===== config.mk =====
export PLATFORM = sky130hd
export DESIGN_NAME = wdtck_top
export DESIGN_NICKNAME = d
export VERILOG_FILES = /design/src/wdtck_pkg.sv /design/src/wdtck_top.sv
export SDC_FILE = /design/constraint.sdc
export NUM_CORES = 1
export LEC_CHECK = 0
export BUFFER_PORTS_ARGS = -buffer_cell sky130_fd_sc_hd__buf_4
export CAP_MARGIN = 20
export CELL_PAD_IN_SITES_DETAIL_PLACEMENT = 1
export CELL_PAD_IN_SITES_GLOBAL_PLACEMENT = 1
export CORE_ASPECT_RATIO = 0.75
export CORE_MARGIN = 1.5
export CORE_UTILIZATION = 34
export CTS_BUF_LIST = sky130_fd_sc_hd__clkbuf_4 sky130_fd_sc_hd__clkbuf_8
export DETAILED_ROUTE_END_ITERATION = 6
export PLACE_DENSITY_LB_ADDON = 0.1
export RECOVER_POWER = 25
export SYNTH_ARGS = -nofsm -noshare
export SYNTH_HDL_FRONTEND = slang
export SYNTH_SLANG_ARGS = --single-unit

===== constraint.sdc =====
create_clock -name clk -period 4.2 [get_ports clk]
set_input_delay 0.21 -clock clk [delete_from_list [all_inputs] [get_ports clk]]
set_output_delay 0.21 -clock clk [all_outputs]
set_load 0.01 [all_outputs]

===== src/wdtck_pkg.sv =====
`default_nettype none
package wdtck_pkg;
   localparam logic [7:0] OFF_TICK_CTL = 8'h14;
   localparam logic [7:0] OFF_TICK_FLG = 8'h15;
   localparam logic [7:0] OFF_WD_CTL = 8'h16;
   localparam logic [7:0] OFF_WD_RESTART = 8'h17;
   localparam logic [7:0] OFF_STATUS = 8'h18;
   localparam logic [7:0] KEY_FIRST = 8'h55;
   localparam logic [7:0] KEY_SECOND = 8'hAA;
   localparam int TC_IRQ_EN = 7;
   localparam int TC_STOP_WAIT = 6;
   localparam int TC_STOP_DBG = 5;
   localparam int TC_BYPASS = 3;
   localparam int WC_CM_EN = 7;
   localparam int WC_CM_FORCE = 6;
   localparam int WC_FORCE_FAIL = 5;
   localparam int WC_WINDOW = 4;
   localparam int WC_RST_DIS = 3;
   localparam int FLG_TICK = 7;
   localparam logic [7:0] TICK_CTL_RST = 8'h00;
   localparam logic [7:0] WD_CTL_RST_NORMAL = 8'h07;
   localparam logic [7:0] WD_CTL_RST_SPECIAL = 8'h0F;
   localparam int BYPASS_DIV_LOG2 = 2;
   localparam int TICK_BASE_LOG2 = 13;
   localparam int WD_CNT_W = 24;
   localparam int CM_TIMEOUT_NS = 2000;
   localparam int CLK_PERIOD_NS = 5;
   localparam int CM_TIMEOUT_CYC = CM_TIMEOUT_NS / CLK_PERIOD_NS;
   typedef struct packed {
      logic [7:0] addr;
      logic [7:0] wdata;
      logic wr;
      logic rd;
   } wdtck_bus_t;
   typedef struct packed {
      logic wd_fail;
      logic cm_fail;
      logic limp_home;
   } wdtck_fail_t;
endpackage
`default_nettype wire


===== src/wdtck_top.sv =====
// Function
// - Any restart-register value other than the two keys resets the system.
// - Windowed mode: key writes before the final quarter cause reset.
// - Rate code 0 disables; 1..7 divide by 2^13,15,17,19,21,22,23.
// - Second key restarts time-out; windowed next write awaits next window.
// - Reset-disable blocks every watchdog and monitor reset; special-only write.
// - Tick interrupt request follows flag while enable bit 7 is one.
// - Stop-in-wait halts tick and watchdog in wait; write-once normally.
// - Stop-in-debug halts tick and watchdog in debug; write-once normally.
// - Bypass bit, special only, makes tick base divide by 4.
// - Tick rate 0 off; 1..7 divide by 2^13 through 2^19.
// - Tick flag set on period end; cleared by writing one.
// - Monitor delay independent of crystal; no edge signals clock failure.
// - Monitor enable catches stopped clocks; ignored while force bit set.
// - Clock loss enters limp-home unless no-limp-home set, then resets.
// - Force bit write-once normally; keeps monitoring on until reset.
// - Forced-failure bit, special only, forces failures per enabled units.
// - Both enabled gives both failures; under reset-disable only limp-home still follows.
// - Reset: rate 111, window off, reset-disable 0 normal, 1 special.
//
// Chosen here: the plain strobed port.
`timescale 1ns/1ps
`default_nettype none
module wdtck_top (
   input wire logic clk,
   input wire logic rst,
   input wire logic special_mode,
   input wire logic in_wait,
   input wire logic in_debug,
   input wire logic stop_mode,
   input wire logic no_limp_home,
   input wire logic crystal_clock,
   input wire logic [7:0] addr,
   input wire logic [7:0] wdata,
   input wire logic wr,
   input wire logic rd,
   output logic [7:0] rdata,
   output logic tick_irq,
   output logic wd_reset_req,
   output logic cm_reset_req,
   output logic limp_home
);
   localparam int WD_W = wdtck_pkg::WD_CNT_W;
   wdtck_pkg::wdtck_bus_t bus;
   wdtck_pkg::wdtck_fail_t fail;
   logic [7:0] tick_control;
   logic [7:0] watchdog_control;
   logic tick_flag;
   logic wait_lock, dbg_lock, force_lock, wdctl_lock;
   logic [18:0] tick_div;
   logic [WD_W-1:0] wd_cnt;
   logic key_armed;
   logic halted;
   logic xtal_q, xtal_edge;
   logic [8:0] cm_cnt;
   logic cm_on;
   logic cm_lost;
   logic wd_viol;
   logic tick_tc;
   logic [WD_W-1:0] wd_limit;
   logic wd_in_window;
   logic wd_on;
   logic [18:0] tick_limit;

   assign bus = '{addr: addr, wdata: wdata, wr: wr, rd: rd};

   function automatic logic [4:0] wd_log2(input logic [2:0] c);
      unique case (c)
         3'h1: wd_log2 = 5'h0D;
         3'h2: wd_log2 = 5'h0F;
         3'h3: wd_log2 = 5'h11;
         3'h4: wd_log2 = 5'h13;
         3'h5: wd_log2 = 5'h15;
         3'h6: wd_log2 = 5'h16;
         default: wd_log2 = 5'h17;
      endcase
   endfunction

   ////////////////////////////////////////////////////////////////////////
   // Register writes with write-once locks.
   always_ff @(posedge clk) begin
      if (rst) begin
         tick_control <= wdtck_pkg::TICK_CTL_RST;
         wait_lock <= 1'b0;
         dbg_lock <= 1'b0;
      end else if (bus.wr && bus.addr == wdtck_pkg::OFF_TICK_CTL) begin
         tick_control[wdtck_pkg::TC_IRQ_EN] <= bus.wdata[7];
         tick_control[2:0] <= bus.wdata[2:0];
         if (special_mode || !wait_lock) begin
            tick_control[wdtck_pkg::TC_STOP_WAIT] <= bus.wdata[6];
            wait_lock <= 1'b1;
         end
         if (special_mode || !dbg_lock) begin
            tick_control[wdtck_pkg::TC_STOP_DBG] <= bus.wdata[5];
            dbg_lock <= 1'b1;
         end
         if (special_mode) begin
            tick_control[wdtck_pkg::TC_BYPASS] <= bus.wdata[3];
         end
      end
   end

   // Reset value of reset-disable depends on the mode strap; the rate resets to 111 in both.
   always_ff @(posedge clk) begin
      if (rst) begin
         watchdog_control <= special_mode ? wdtck_pkg::WD_CTL_RST_SPECIAL
                                          : wdtck_pkg::WD_CTL_RST_NORMAL;
         watchdog_control[wdtck_pkg::WC_CM_EN] <= 1'b1;
         force_lock <= 1'b0;
         wdctl_lock <= 1'b0;
      end else if (bus.wr && bus.addr == wdtck_pkg::OFF_WD_CTL) begin
         watchdog_control[wdtck_pkg::WC_CM_EN] <= bus.wdata[7];
         if (special_mode || !force_lock) begin
            watchdog_control[wdtck_pkg::WC_CM_FORCE] <= bus.wdata[6];
            force_lock <= 1'b1;
         end
         if (special_mode || !wdctl_lock) begin
            watchdog_control[wdtck_pkg::WC_WINDOW] <= bus.wdata[4];
            watchdog_control[2:0] <= bus.wdata[2:0];
            wdctl_lock <= 1'b1;
         end
         if (special_mode) begin
            watchdog_control[wdtck_pkg::WC_FORCE_FAIL] <= bus.wdata[5];
            watchdog_control[wdtck_pkg::WC_RST_DIS] <= bus.wdata[3];
         end
      end
   end

   always_ff @(posedge clk) begin
      if (rst) begin
         rdata <= 8'h00;
      end else if (bus.rd) begin
         unique case (bus.addr)
            wdtck_pkg::OFF_TICK_CTL: rdata <= tick_control;
            wdtck_pkg::OFF_TICK_FLG: rdata <= {tick_flag, 7'h00};
            wdtck_pkg::OFF_WD_CTL: rdata <= watchdog_control;
            wdtck_pkg::OFF_STATUS: rdata <= {5'h00, fail};
            default: rdata <= 8'h00;
         endcase
      end else begin
         rdata <= 8'h00;
      end
   end

   ////////////////////////////////////////////////////////////////////////
   // Periodic tick.
   assign halted = (in_wait && tick_control[wdtck_pkg::TC_STOP_WAIT])
                || (in_debug && tick_control[wdtck_pkg::TC_STOP_DBG]);
   always_comb begin
      if (tick_control[wdtck_pkg::TC_BYPASS]) begin
         tick_limit = 19'((1 << wdtck_pkg::BYPASS_DIV_LOG2)
                      << (tick_control[2:0] - 3'h1)) - 19'h1;
      end else begin
         tick_limit = 19'((1 << wdtck_pkg::TICK_BASE_LOG2)
                      << (tick_control[2:0] - 3'h1)) - 19'h1;
      end
   end
   // A shorter rate written mid-count must not leave the divider past its end.
   assign tick_tc = tick_control[2:0] != 3'h0 && tick_div >= tick_limit;

   always_ff @(posedge clk) begin
      if (rst || tick_control[2:0] == 3'h0) begin
         tick_div <= 19'h0;
      end else if (!halted) begin
         tick_div <= tick_tc ? 19'h0 : tick_div + 19'h1;
      end
   end

   always_ff @(posedge clk) begin
      if (rst) begin
         tick_flag <= 1'b0;
      end else if (tick_tc && !halted) begin
         tick_flag <= 1'b1;
      end else if (bus.wr && bus.addr == wdtck_pkg::OFF_TICK_FLG
                   && bus.wdata[wdtck_pkg::FLG_TICK]) begin
         tick_flag <= 1'b0;
      end
   end

   always_ff @(posedge clk) begin
      if (rst) begin
         tick_irq <= 1'b0;
      end else begin
         tick_irq <= tick_flag && tick_control[wdtck_pkg::TC_IRQ_EN];
      end
   end

   ////////////////////////////////////////////////////////////////////////
   // Watchdog.
   assign wd_on = watchdog_control[2:0] != 3'h0;
   assign wd_limit = WD_W'((1 << wd_log2(watchdog_control[2:0])) - 1);
   assign wd_in_window = wd_cnt >= WD_W'(3 << (wd_log2(watchdog_control[2:0])
                                               - 5'h2));

   always_comb begin
      wd_viol = 1'b0;
      if (wd_on && wd_cnt == wd_limit && !halted) begin
         wd_viol = 1'b1;
      end
      if (bus.wr && bus.addr == wdtck_pkg::OFF_WD_RESTART) begin
         if (bus.wdata != wdtck_pkg::KEY_FIRST
             && bus.wdata != wdtck_pkg::KEY_SECOND) begin
            wd_viol = 1'b1;
         end else if (wd_on && watchdog_control[wdtck_pkg::WC_WINDOW]
                      && !wd_in_window) begin
            wd_viol = 1'b1;
         end
      end
      if (watchdog_control[wdtck_pkg::WC_FORCE_FAIL] && wd_on) begin
         wd_viol = 1'b1;
      end
   end

   always_ff @(posedge clk) begin
      if (rst) begin
         wd_cnt <= '0;
         key_armed <= 1'b0;
      end else if (bus.wr && bus.addr == wdtck_pkg::OFF_WD_RESTART) begin
         if (bus.wdata == wdtck_pkg::KEY_FIRST) begin
            key_armed <= 1'b1;
         end else if (bus.wdata == wdtck_pkg::KEY_SECOND && key_armed) begin
            key_armed <= 1'b0;
            wd_cnt <= '0;
         end
      end else if (wd_on && !halted) begin
         wd_cnt <= wd_cnt + WD_W'(1);
      end
   end

   ////////////////////////////////////////////////////////////////////////
   // Clock monitor: free-running delay counter on the fast clock stands in
   // for the RC delay, so it keeps counting when the crystal stops.
   always_ff @(posedge clk) begin
      if (rst) begin
         xtal_q <= 1'b0;
      end else begin
         xtal_q <= crystal_clock;
      end
   end
   assign xtal_edge = xtal_q != crystal_clock;
   assign cm_on = watchdog_control[wdtck_pkg::WC_CM_FORCE]
               || watchdog_control[wdtck_pkg::WC_CM_EN];

   always_ff @(posedge clk) begin
      if (rst || xtal_edge || !cm_on) begin
         cm_cnt <= 9'h0;
      end else if (cm_cnt != 9'(wdtck_pkg::CM_TIMEOUT_CYC)) begin
         cm_cnt <= cm_cnt + 9'h1;
      end
   end
   assign cm_lost = (cm_on && (stop_mode
                     || cm_cnt == 9'(wdtck_pkg::CM_TIMEOUT_CYC)))
                 || (watchdog_control[wdtck_pkg::WC_FORCE_FAIL]
                     && watchdog_control[wdtck_pkg::WC_CM_EN]);

   always_ff @(posedge clk) begin
      if (rst) begin
         wd_reset_req <= 1'b0;
         cm_reset_req <= 1'b0;
         limp_home <= 1'b0;
      end else begin
         wd_reset_req <= wd_viol && !watchdog_control[wdtck_pkg::WC_RST_DIS];
         cm_reset_req <= cm_lost && no_limp_home
                      && !watchdog_control[wdtck_pkg::WC_RST_DIS];
         limp_home <= cm_lost && !no_limp_home;
      end
   end
   assign fail = '{wd_fail: wd_reset_req, cm_fail: cm_reset_req,
                   limp_home: limp_home};

   ////////////////////////////////////////////////////////////////////////
   a_irq_follow: assert property (@(posedge clk) disable iff (rst)
      ##1 tick_irq == $past(tick_flag && tick_control[7]))
      else $error("tick irq wrong");
   a_flag_clear: assert property (@(posedge clk) disable iff (rst)
      wr && addr == 8'h15 && wdata[7] && !(tick_tc && !halted) |=> !tick_flag)
      else $error("flag not cleared");
   a_bad_key: assert property (@(posedge clk) disable iff (rst)
      wr && addr == 8'h17 && wdata != 8'h55 && wdata != 8'hAA
      && !watchdog_control[3] |=> wd_reset_req)
      else $error("bad key no reset");
   a_reset_disable_block: assert property (@(posedge clk) disable iff (rst)
      $past(watchdog_control[3]) |-> !wd_reset_req && !cm_reset_req)
      else $error("reset while disabled");
   a_wd_off: assert property (@(posedge clk) disable iff (rst)
      watchdog_control[2:0] == 3'h0 |=> wd_cnt == $past(wd_cnt) || wd_cnt == 0)
      else $error("watchdog counts while off");
   a_limp_sel: assert property (@(posedge clk) disable iff (rst)
      cm_lost && !no_limp_home |=> limp_home && !cm_reset_req)
      else $error("limp select wrong");
   a_restart: assert property (@(posedge clk) disable iff (rst)
      wr && addr == 8'h17 && wdata == 8'hAA && key_armed |=> wd_cnt == 0)
      else $error("no restart");
   a_halt_tick: assert property (@(posedge clk) disable iff (rst)
      halted && tick_control[2:0] != 0 ##1 tick_control[2:0] != 0
      |-> tick_div == $past(tick_div))
      else $error("tick runs while halted");
   a_early_key: assert property (@(posedge clk) disable iff (rst)
      bus.wr && bus.addr == wdtck_pkg::OFF_WD_RESTART
      && (bus.wdata == wdtck_pkg::KEY_FIRST
          || bus.wdata == wdtck_pkg::KEY_SECOND)
      && wd_on && watchdog_control[wdtck_pkg::WC_WINDOW] && !wd_in_window
      && !watchdog_control[wdtck_pkg::WC_RST_DIS] |=> wd_reset_req)
      else $error("early key no reset");
   a_force_lock: assert property (@(posedge clk) disable iff (rst)
      force_lock && !special_mode
      |=> $stable(watchdog_control[wdtck_pkg::WC_CM_FORCE]))
      else $error("force bit changed after lock");
endmodule
`default_nettype wire


Yosys cells after proc, flatten, opt, wreduce, memory -nomap -nowiden
Cells that the tools add are included.
- input port bits: 26
- register bits: 86
- output and inout bits: 12
- eq/ne operators: 21
- reductions and logical operators: 65
- magnitude comparators: 2
- add/sub/neg operators: 8
- bitwise gates (word level): 1
- shift operators: 4
- multiplexer cells: 25
- operators with widths (cell ; number):
    24-bit 2-to-1 mux ; 4
    8-bit by 5-bit == test with 1-bit output (second input constant) ; 5
    19-bit 2-to-1 mux ; 2
    19-bit by 1-bit subtractor with 19-bit output (second input constant) ; 2
    8-bit one-hot mux with 4 select lines ; 1
    5-bit one-hot mux with 6 select lines ; 1
    24-bit by 1-bit adder with 24-bit output (second input constant) ; 1
    24-bit == test ; 1
    24-bit greater-or-equal comparator ; 1
    1-bit logical AND ; 24
    1-bit by 5-bit << shifter with 24-bit output (first input constant) ; 1
    2-bit by 5-bit << shifter with 24-bit output (first input constant) ; 1
    24-bit by 2-bit subtractor with 24-bit output (second input constant) ; 1
    19-bit by 1-bit adder with 19-bit output (second input constant) ; 1
    19-bit greater-or-equal comparator ; 1
    14-bit by 3-bit << shifter with 19-bit output (first input constant) ; 1
    3-bit by 3-bit << shifter with 19-bit output (first input constant) ; 1
    2-bit AND reduction ; 9
    7-bit 2-to-1 mux ; 2
    2-bit nonzero test ; 7
    1-bit 2-to-1 mux ; 13
    1-bit logical OR ; 11
    9-bit by 1-bit adder with 9-bit output (second input constant) ; 1
    3-bit == test (second input constant) ; 3
    other kinds (21) ; 31

Longest topological paths before layout
- depth after elaboration: 13
- gate-level depth with buffers: 18
- mapped depth without buffers: 16

Worst setup path after synthesis
Ideal clock, no wire load.
- kind: reg2reg
- start point: register tick_control[0]
- end point: register tick_div[10]
- clock period less this slack: 3.755 ns
- path slack: 0.445 ns
- cell stages (with the launch flop): 18
- data arrival time: 3.625 ns
- path through: dfxtp_1 > inv_1 > ha_1 > xnor2_1 > and2_1 > nand3_1 > ha_1 > clkbuf_1 > nand4b_1 > a21oi_1 > a21oi_1 > ha_1 > nand4_1 > or3_1 > o2111a_1 > o22ai_2 > buf_2 > nor3_1
- word-level cells in the longest chain between the ends: 7
- elaborated cells between the ends (all ways): 12
- classes of those cells: add/sub: 3; order compare: 1; shift: 2; mux: 2; reduce/logical: 4
- RTL lines (what ; line ; source):
    from (decl) ; wdtck_top.sv:46 ; logic [7:0] tick_control;
    from (signal assigned) ; wdtck_top.sv:83 ; tick_control <= wdtck_pkg::TICK_CTL_RST;
    from (signal, indexed assignment) ; wdtck_top.sv:87 ; tick_control[wdtck_pkg::TC_IRQ_EN] <= bus.wdata[7];
    from (signal assigned) ; wdtck_top.sv:88 ; tick_control[2:0] <= bus.wdata[2:0];
    3-bit by 1-bit subtractor with 3-bit output ; wdtck_top.sv:152, wdtck_top.sv:155 ;
    14-bit by 3-bit << shifter with 19-bit output / 3-bit by 3-bit << shifter with 19-bit output (equally long branches) ; wdtck_top.sv:154, wdtck_top.sv:151 ;
    19-bit by 1-bit subtractor with 19-bit output (on tied branches) ; wdtck_top.sv:155, wdtck_top.sv:152 ;
    19-bit 2-to-1 mux ; wdtck_top.sv:150 ; if (tick_control[wdtck_pkg::TC_BYPASS]) begin
    19-bit greater-or-equal comparator ; wdtck_top.sv:159 ; assign tick_tc = tick_control[2:0] != 3'h0 && tick_div >= tick_limit;
    1-bit logical AND ; wdtck_top.sv:159 ;
    19-bit 2-to-1 mux ; wdtck_top.sv:165 ; tick_div <= tick_tc ? 19'h0 : tick_div + 19'h1;
    to (signal assigned) ; wdtck_top.sv:165 ;
    to (decl) ; wdtck_top.sv:50 ; logic [18:0] tick_div;
Parallel ways exist; a longest one is shown, timed or not.
A chain may end at the register's enable or synchronous reset.

Worst setup path in the final report
- start point: register watchdog_control[2]
- end point: register wd_reset_req
- word-level cells in the longest chain between the ends: 13
- elaborated cells between the ends (all ways): 26
- classes of those cells: add/sub: 2; order compare: 1; eq/ne: 7; shift: 2; mux: 6; reduce/logical: 8
- RTL lines (what ; line ; source):
    from (decl) ; wdtck_top.sv:47 ; logic [7:0] watchdog_control;
    from (signal assigned) ; wdtck_top.sv:106 ; watchdog_control <= special_mode ? wdtck_pkg::WD_CTL_RST_SPECIAL
    from (signal, indexed assignment) ; wdtck_top.sv:112 ; watchdog_control[wdtck_pkg::WC_CM_EN] <= bus.wdata[7];
    from (signal, indexed assignment) ; wdtck_top.sv:114 ; watchdog_control[wdtck_pkg::WC_CM_FORCE] <= bus.wdata[6];
    parallel branches: the longest is 11 deep, another holds 24-bit greater-or-equal comparator ; - ;
    1-bit 2-to-1 mux (*) ; wdtck_top.sv:209 ; if (watchdog_control[wdtck_pkg::WC_FORCE_FAIL] && wd_on) begin
    1-bit logical AND (*) ; wdtck_top.sv:262 ; wd_reset_req <= wd_viol && !watchdog_control[wdtck_pkg::WC_RST_DIS];
    to (signal assigned) ; wdtck_top.sv:262 ;
    to (decl) ; wdtck_top.sv:39 ; output logic wd_reset_req,
Every way passes the cells marked *.

==> metrics.cfg <==
[synth]
netlist_instances = 685
yosysTopAreaCellShare_pct = 27.5
yosys.area.top_type = dfxtp_1
synthArstFlopShare_pct = 0
synth_cell_types = 77
yosysMostFrequentCell = dfxtp_1
synth.area.top_cells = dfxtp_1 28%, ha_1 11%, xor2_1 5.2%
synth_flop_cell = dfxtp_1
syn_nets = 762
synth.top_cells.by_count = 79 x dfxtp_1, 77 x nor2_1, 59 x nand2_1, 51 x ha_1, 34 x xor2_1
ys_seq_elements = 86
synth_seq_area_share_pct = 31.2
yosys_warnings = 0
synth_edf_count = 7
syn_area_per_cell_um2 = 8.38
syn_area_mm2 = 0.00574

[power_and_ir_drop]
p_leak_nw = 2.47
power_frac_clock_pct = 34.2
seqPwrFrac_pct = 52.0
power.share.switching_pct = 30.3
comb_power_share_pct = 13.8
internal_power_mw = 1.15
switching_power_mw = 0.501
vdd.ir_drop.worst_uv = 126
power_density_mw_per_mm2 = 259

[clocking]
cts-buffers-inserted = 9
cts_tree = built
cts_root_buf = clkbuf_8
clkSinkCount = 86
htreeDepth = 3
path_clk_slew_ns = 0.10
clk_latency_ns = 0.38
clockBufferDepth = 2

[timing]
setup_viol = 0
hold_violations = 0
fin_tns_setup_ns = 0
rsz0062_at_grt = false
drv_slew = 35
slew_headroom_pct = -2.12
clock.fmax_ghz = 0.265
fin_skew_ns = 0.0128
layout_worst_path_cycle_share_pct = 90.0
worstMarginPinSlew_ns = 1.53
fin_crit_ns = 3.78

[routing]
drc = 7
viasPerCell = 5.40
drtIter0Drc = 261
wl_um = 16500
final_antenna_net_count = 0
wl_per_cell_um = 17.8
firstDrtPassIters = 7
num_vias = 5025

[floorplanning]
die_h_um = 116
coreArea_mm2 = 0.0163
start_util_pct = 35.3
die_area_mm2 = 0.0177
ioPinCount = 38
die_w_um = 153
rows = 40

[finish]
fin_util_pct = 39.2
area_delta_synth_final_pct = 11.1
antenna_cells_inserted = 0
fill_cells = 1969
layout-drive-gt1-share_pct = 11.7
fin_cells = 930
layout.nets = 792

[run]
max-cap-violations = 1

[global_routing]
track_usage_pct = 19.2
gr-total-overflow = 0
grt_pass1_wl_um = 26700
grt_max_degree = 35
antenna_found_initial = 0
grt_pass1_vias = 4928

[placement]
place_congestion = 0.855
dp.cells = 909
portBuffers = 37
dp_hpwl_um = 12600

[worst_setup_path]
critPathCaptureType = flip-flop
cp.required_ns = 4.53
path_class = reg2reg
cp_max_fo = 13
start_kind = flip-flop
r2r_setup_slack_ns = 0.42
arrival_ns = 4.11

[status]
failed_checks = DRC, capacitance limit, slew limit
status = complete, but fails checks

[min_path]
hold_class = in2reg

area by class of cell:
cell class,instances,area (um^2),area share [%]
clock buffers,9,124,1.94
multi-input cells,544,3730,58.4
inverters,24,90.1,1.41
flip-flops and latches,86,1790,28.1
repair buffers,50,329,5.16
well taps,210,263,4.12
clock inverters,7,55.1,0.863
state kept, by name (all words and copies together) (netlist names):
register and count:
cm_reset_req 1, tick_div 19, xtal_q 1, wd_reset_req 1, cm_cnt 9, limp_home 1, tick_flag 1, wd_cnt 24
key_armed 1, wait_lock 1, tick_control 7, tick_irq 1, dbg_lock 1, rdata 8, force_lock 1, watchdog_control 8
wdctl_lock 1
path summary, 6_finish.rpt:
kind / from / endpoint / cells after the start
worst max-delay path: watchdog_control[2] / wd_reset_req / 14
worst min-delay path: crystal_clock / xtal_q / 2
worst max register to register: watchdog_control[2] / wd_reset_req / 14
worst min register to register: dbg_lock / dbg_lock / 2
worst max-delay path, cell delays in order (launching register included):
cell and delay, ns:
edfxtp_1 0.56, nor3b_4 0.25, a21oi_2 0.23, inv_1 0.18, ha_1 0.25, ha_1 0.36, and2_1 0.28, nand2_1 0.13
ha_1 0.31, a21o_1 0.17, a21o_1 0.17, a211oi_1 0.28, o221ai_1 0.16, a21boi_1 0.26, a31o_2 0.14
layout by cell type, fill, tap and decap left out, types with 26 or more instances in the layout:
cell / count
nand4_1: 27
nand2_1: 59
buf_4: 36
nand3_1: 26
a21oi_1: 32
nor3_1: 28
nor2_1: 76
dfxtp_1: 79
xor2_1: 34
ha_1: 51
through the flow:
| stage | total power, mW | setup WS, ns | hold slack [ns] | cell area, um^2 |
|---|---|---|---|---|
| floorplan | 1.02 | 0.445 | 0.282 | 5740 |
| finish | 1.65 | 0.422 | 0.0471 | 6380 |
| global route | 1.74 | 0.107 | 0.0338 | 6380 |
| CTS | 1.67 | 0.166 | 0.0263 | 6390 |
| global placement | 1.10 | 0.182 | 0.386 | 6210 |
| detailed placement | 1.10 | 0.209 | 0.391 | 6210 |
power by group through the flow:
stage | clock [mW] | sequential [mW] | combinational (mW)
CTS | 0.593 | 0.860 | 0.222
floorplan | 0 | 0.867 | 0.157
finish | 0.566 | 0.860 | 0.228
global placement | 0 | 0.878 | 0.217
detailed placement | 0 | 0.879 | 0.220
global route | 0.627 | 0.862 | 0.252
what timing repair did:
action	4_1_cts	5_1_grt
resized for setup	0	3
buffers inserted	0	4
endpoints found under the setup margin	0	1
hold buffers	1	0
hold endpoints to repair	1	0
metal layers:
metal  global-route usage [%]  up-vias  wire length [um]
met1                     27.7     2439              8910
met3                     4.00       10               648
met2                     29.3       66              6820
met4                     5.10        0               157
met5                        0        -                 0
li1                         -     2510                 -
kinds of logic after synthesis:
logic type | synth area share [%]
AO/OA/AOI/OAI | 13.1
XOR/XNOR | 8.85
flip-flops | 31.2
buffers and inverters | 3.96
multiplexers | 2.31
AND/OR/NAND/NOR | 29.5
adder cells (fa/ha/maj) | 11.1
(Power assumes the default switching activity.)
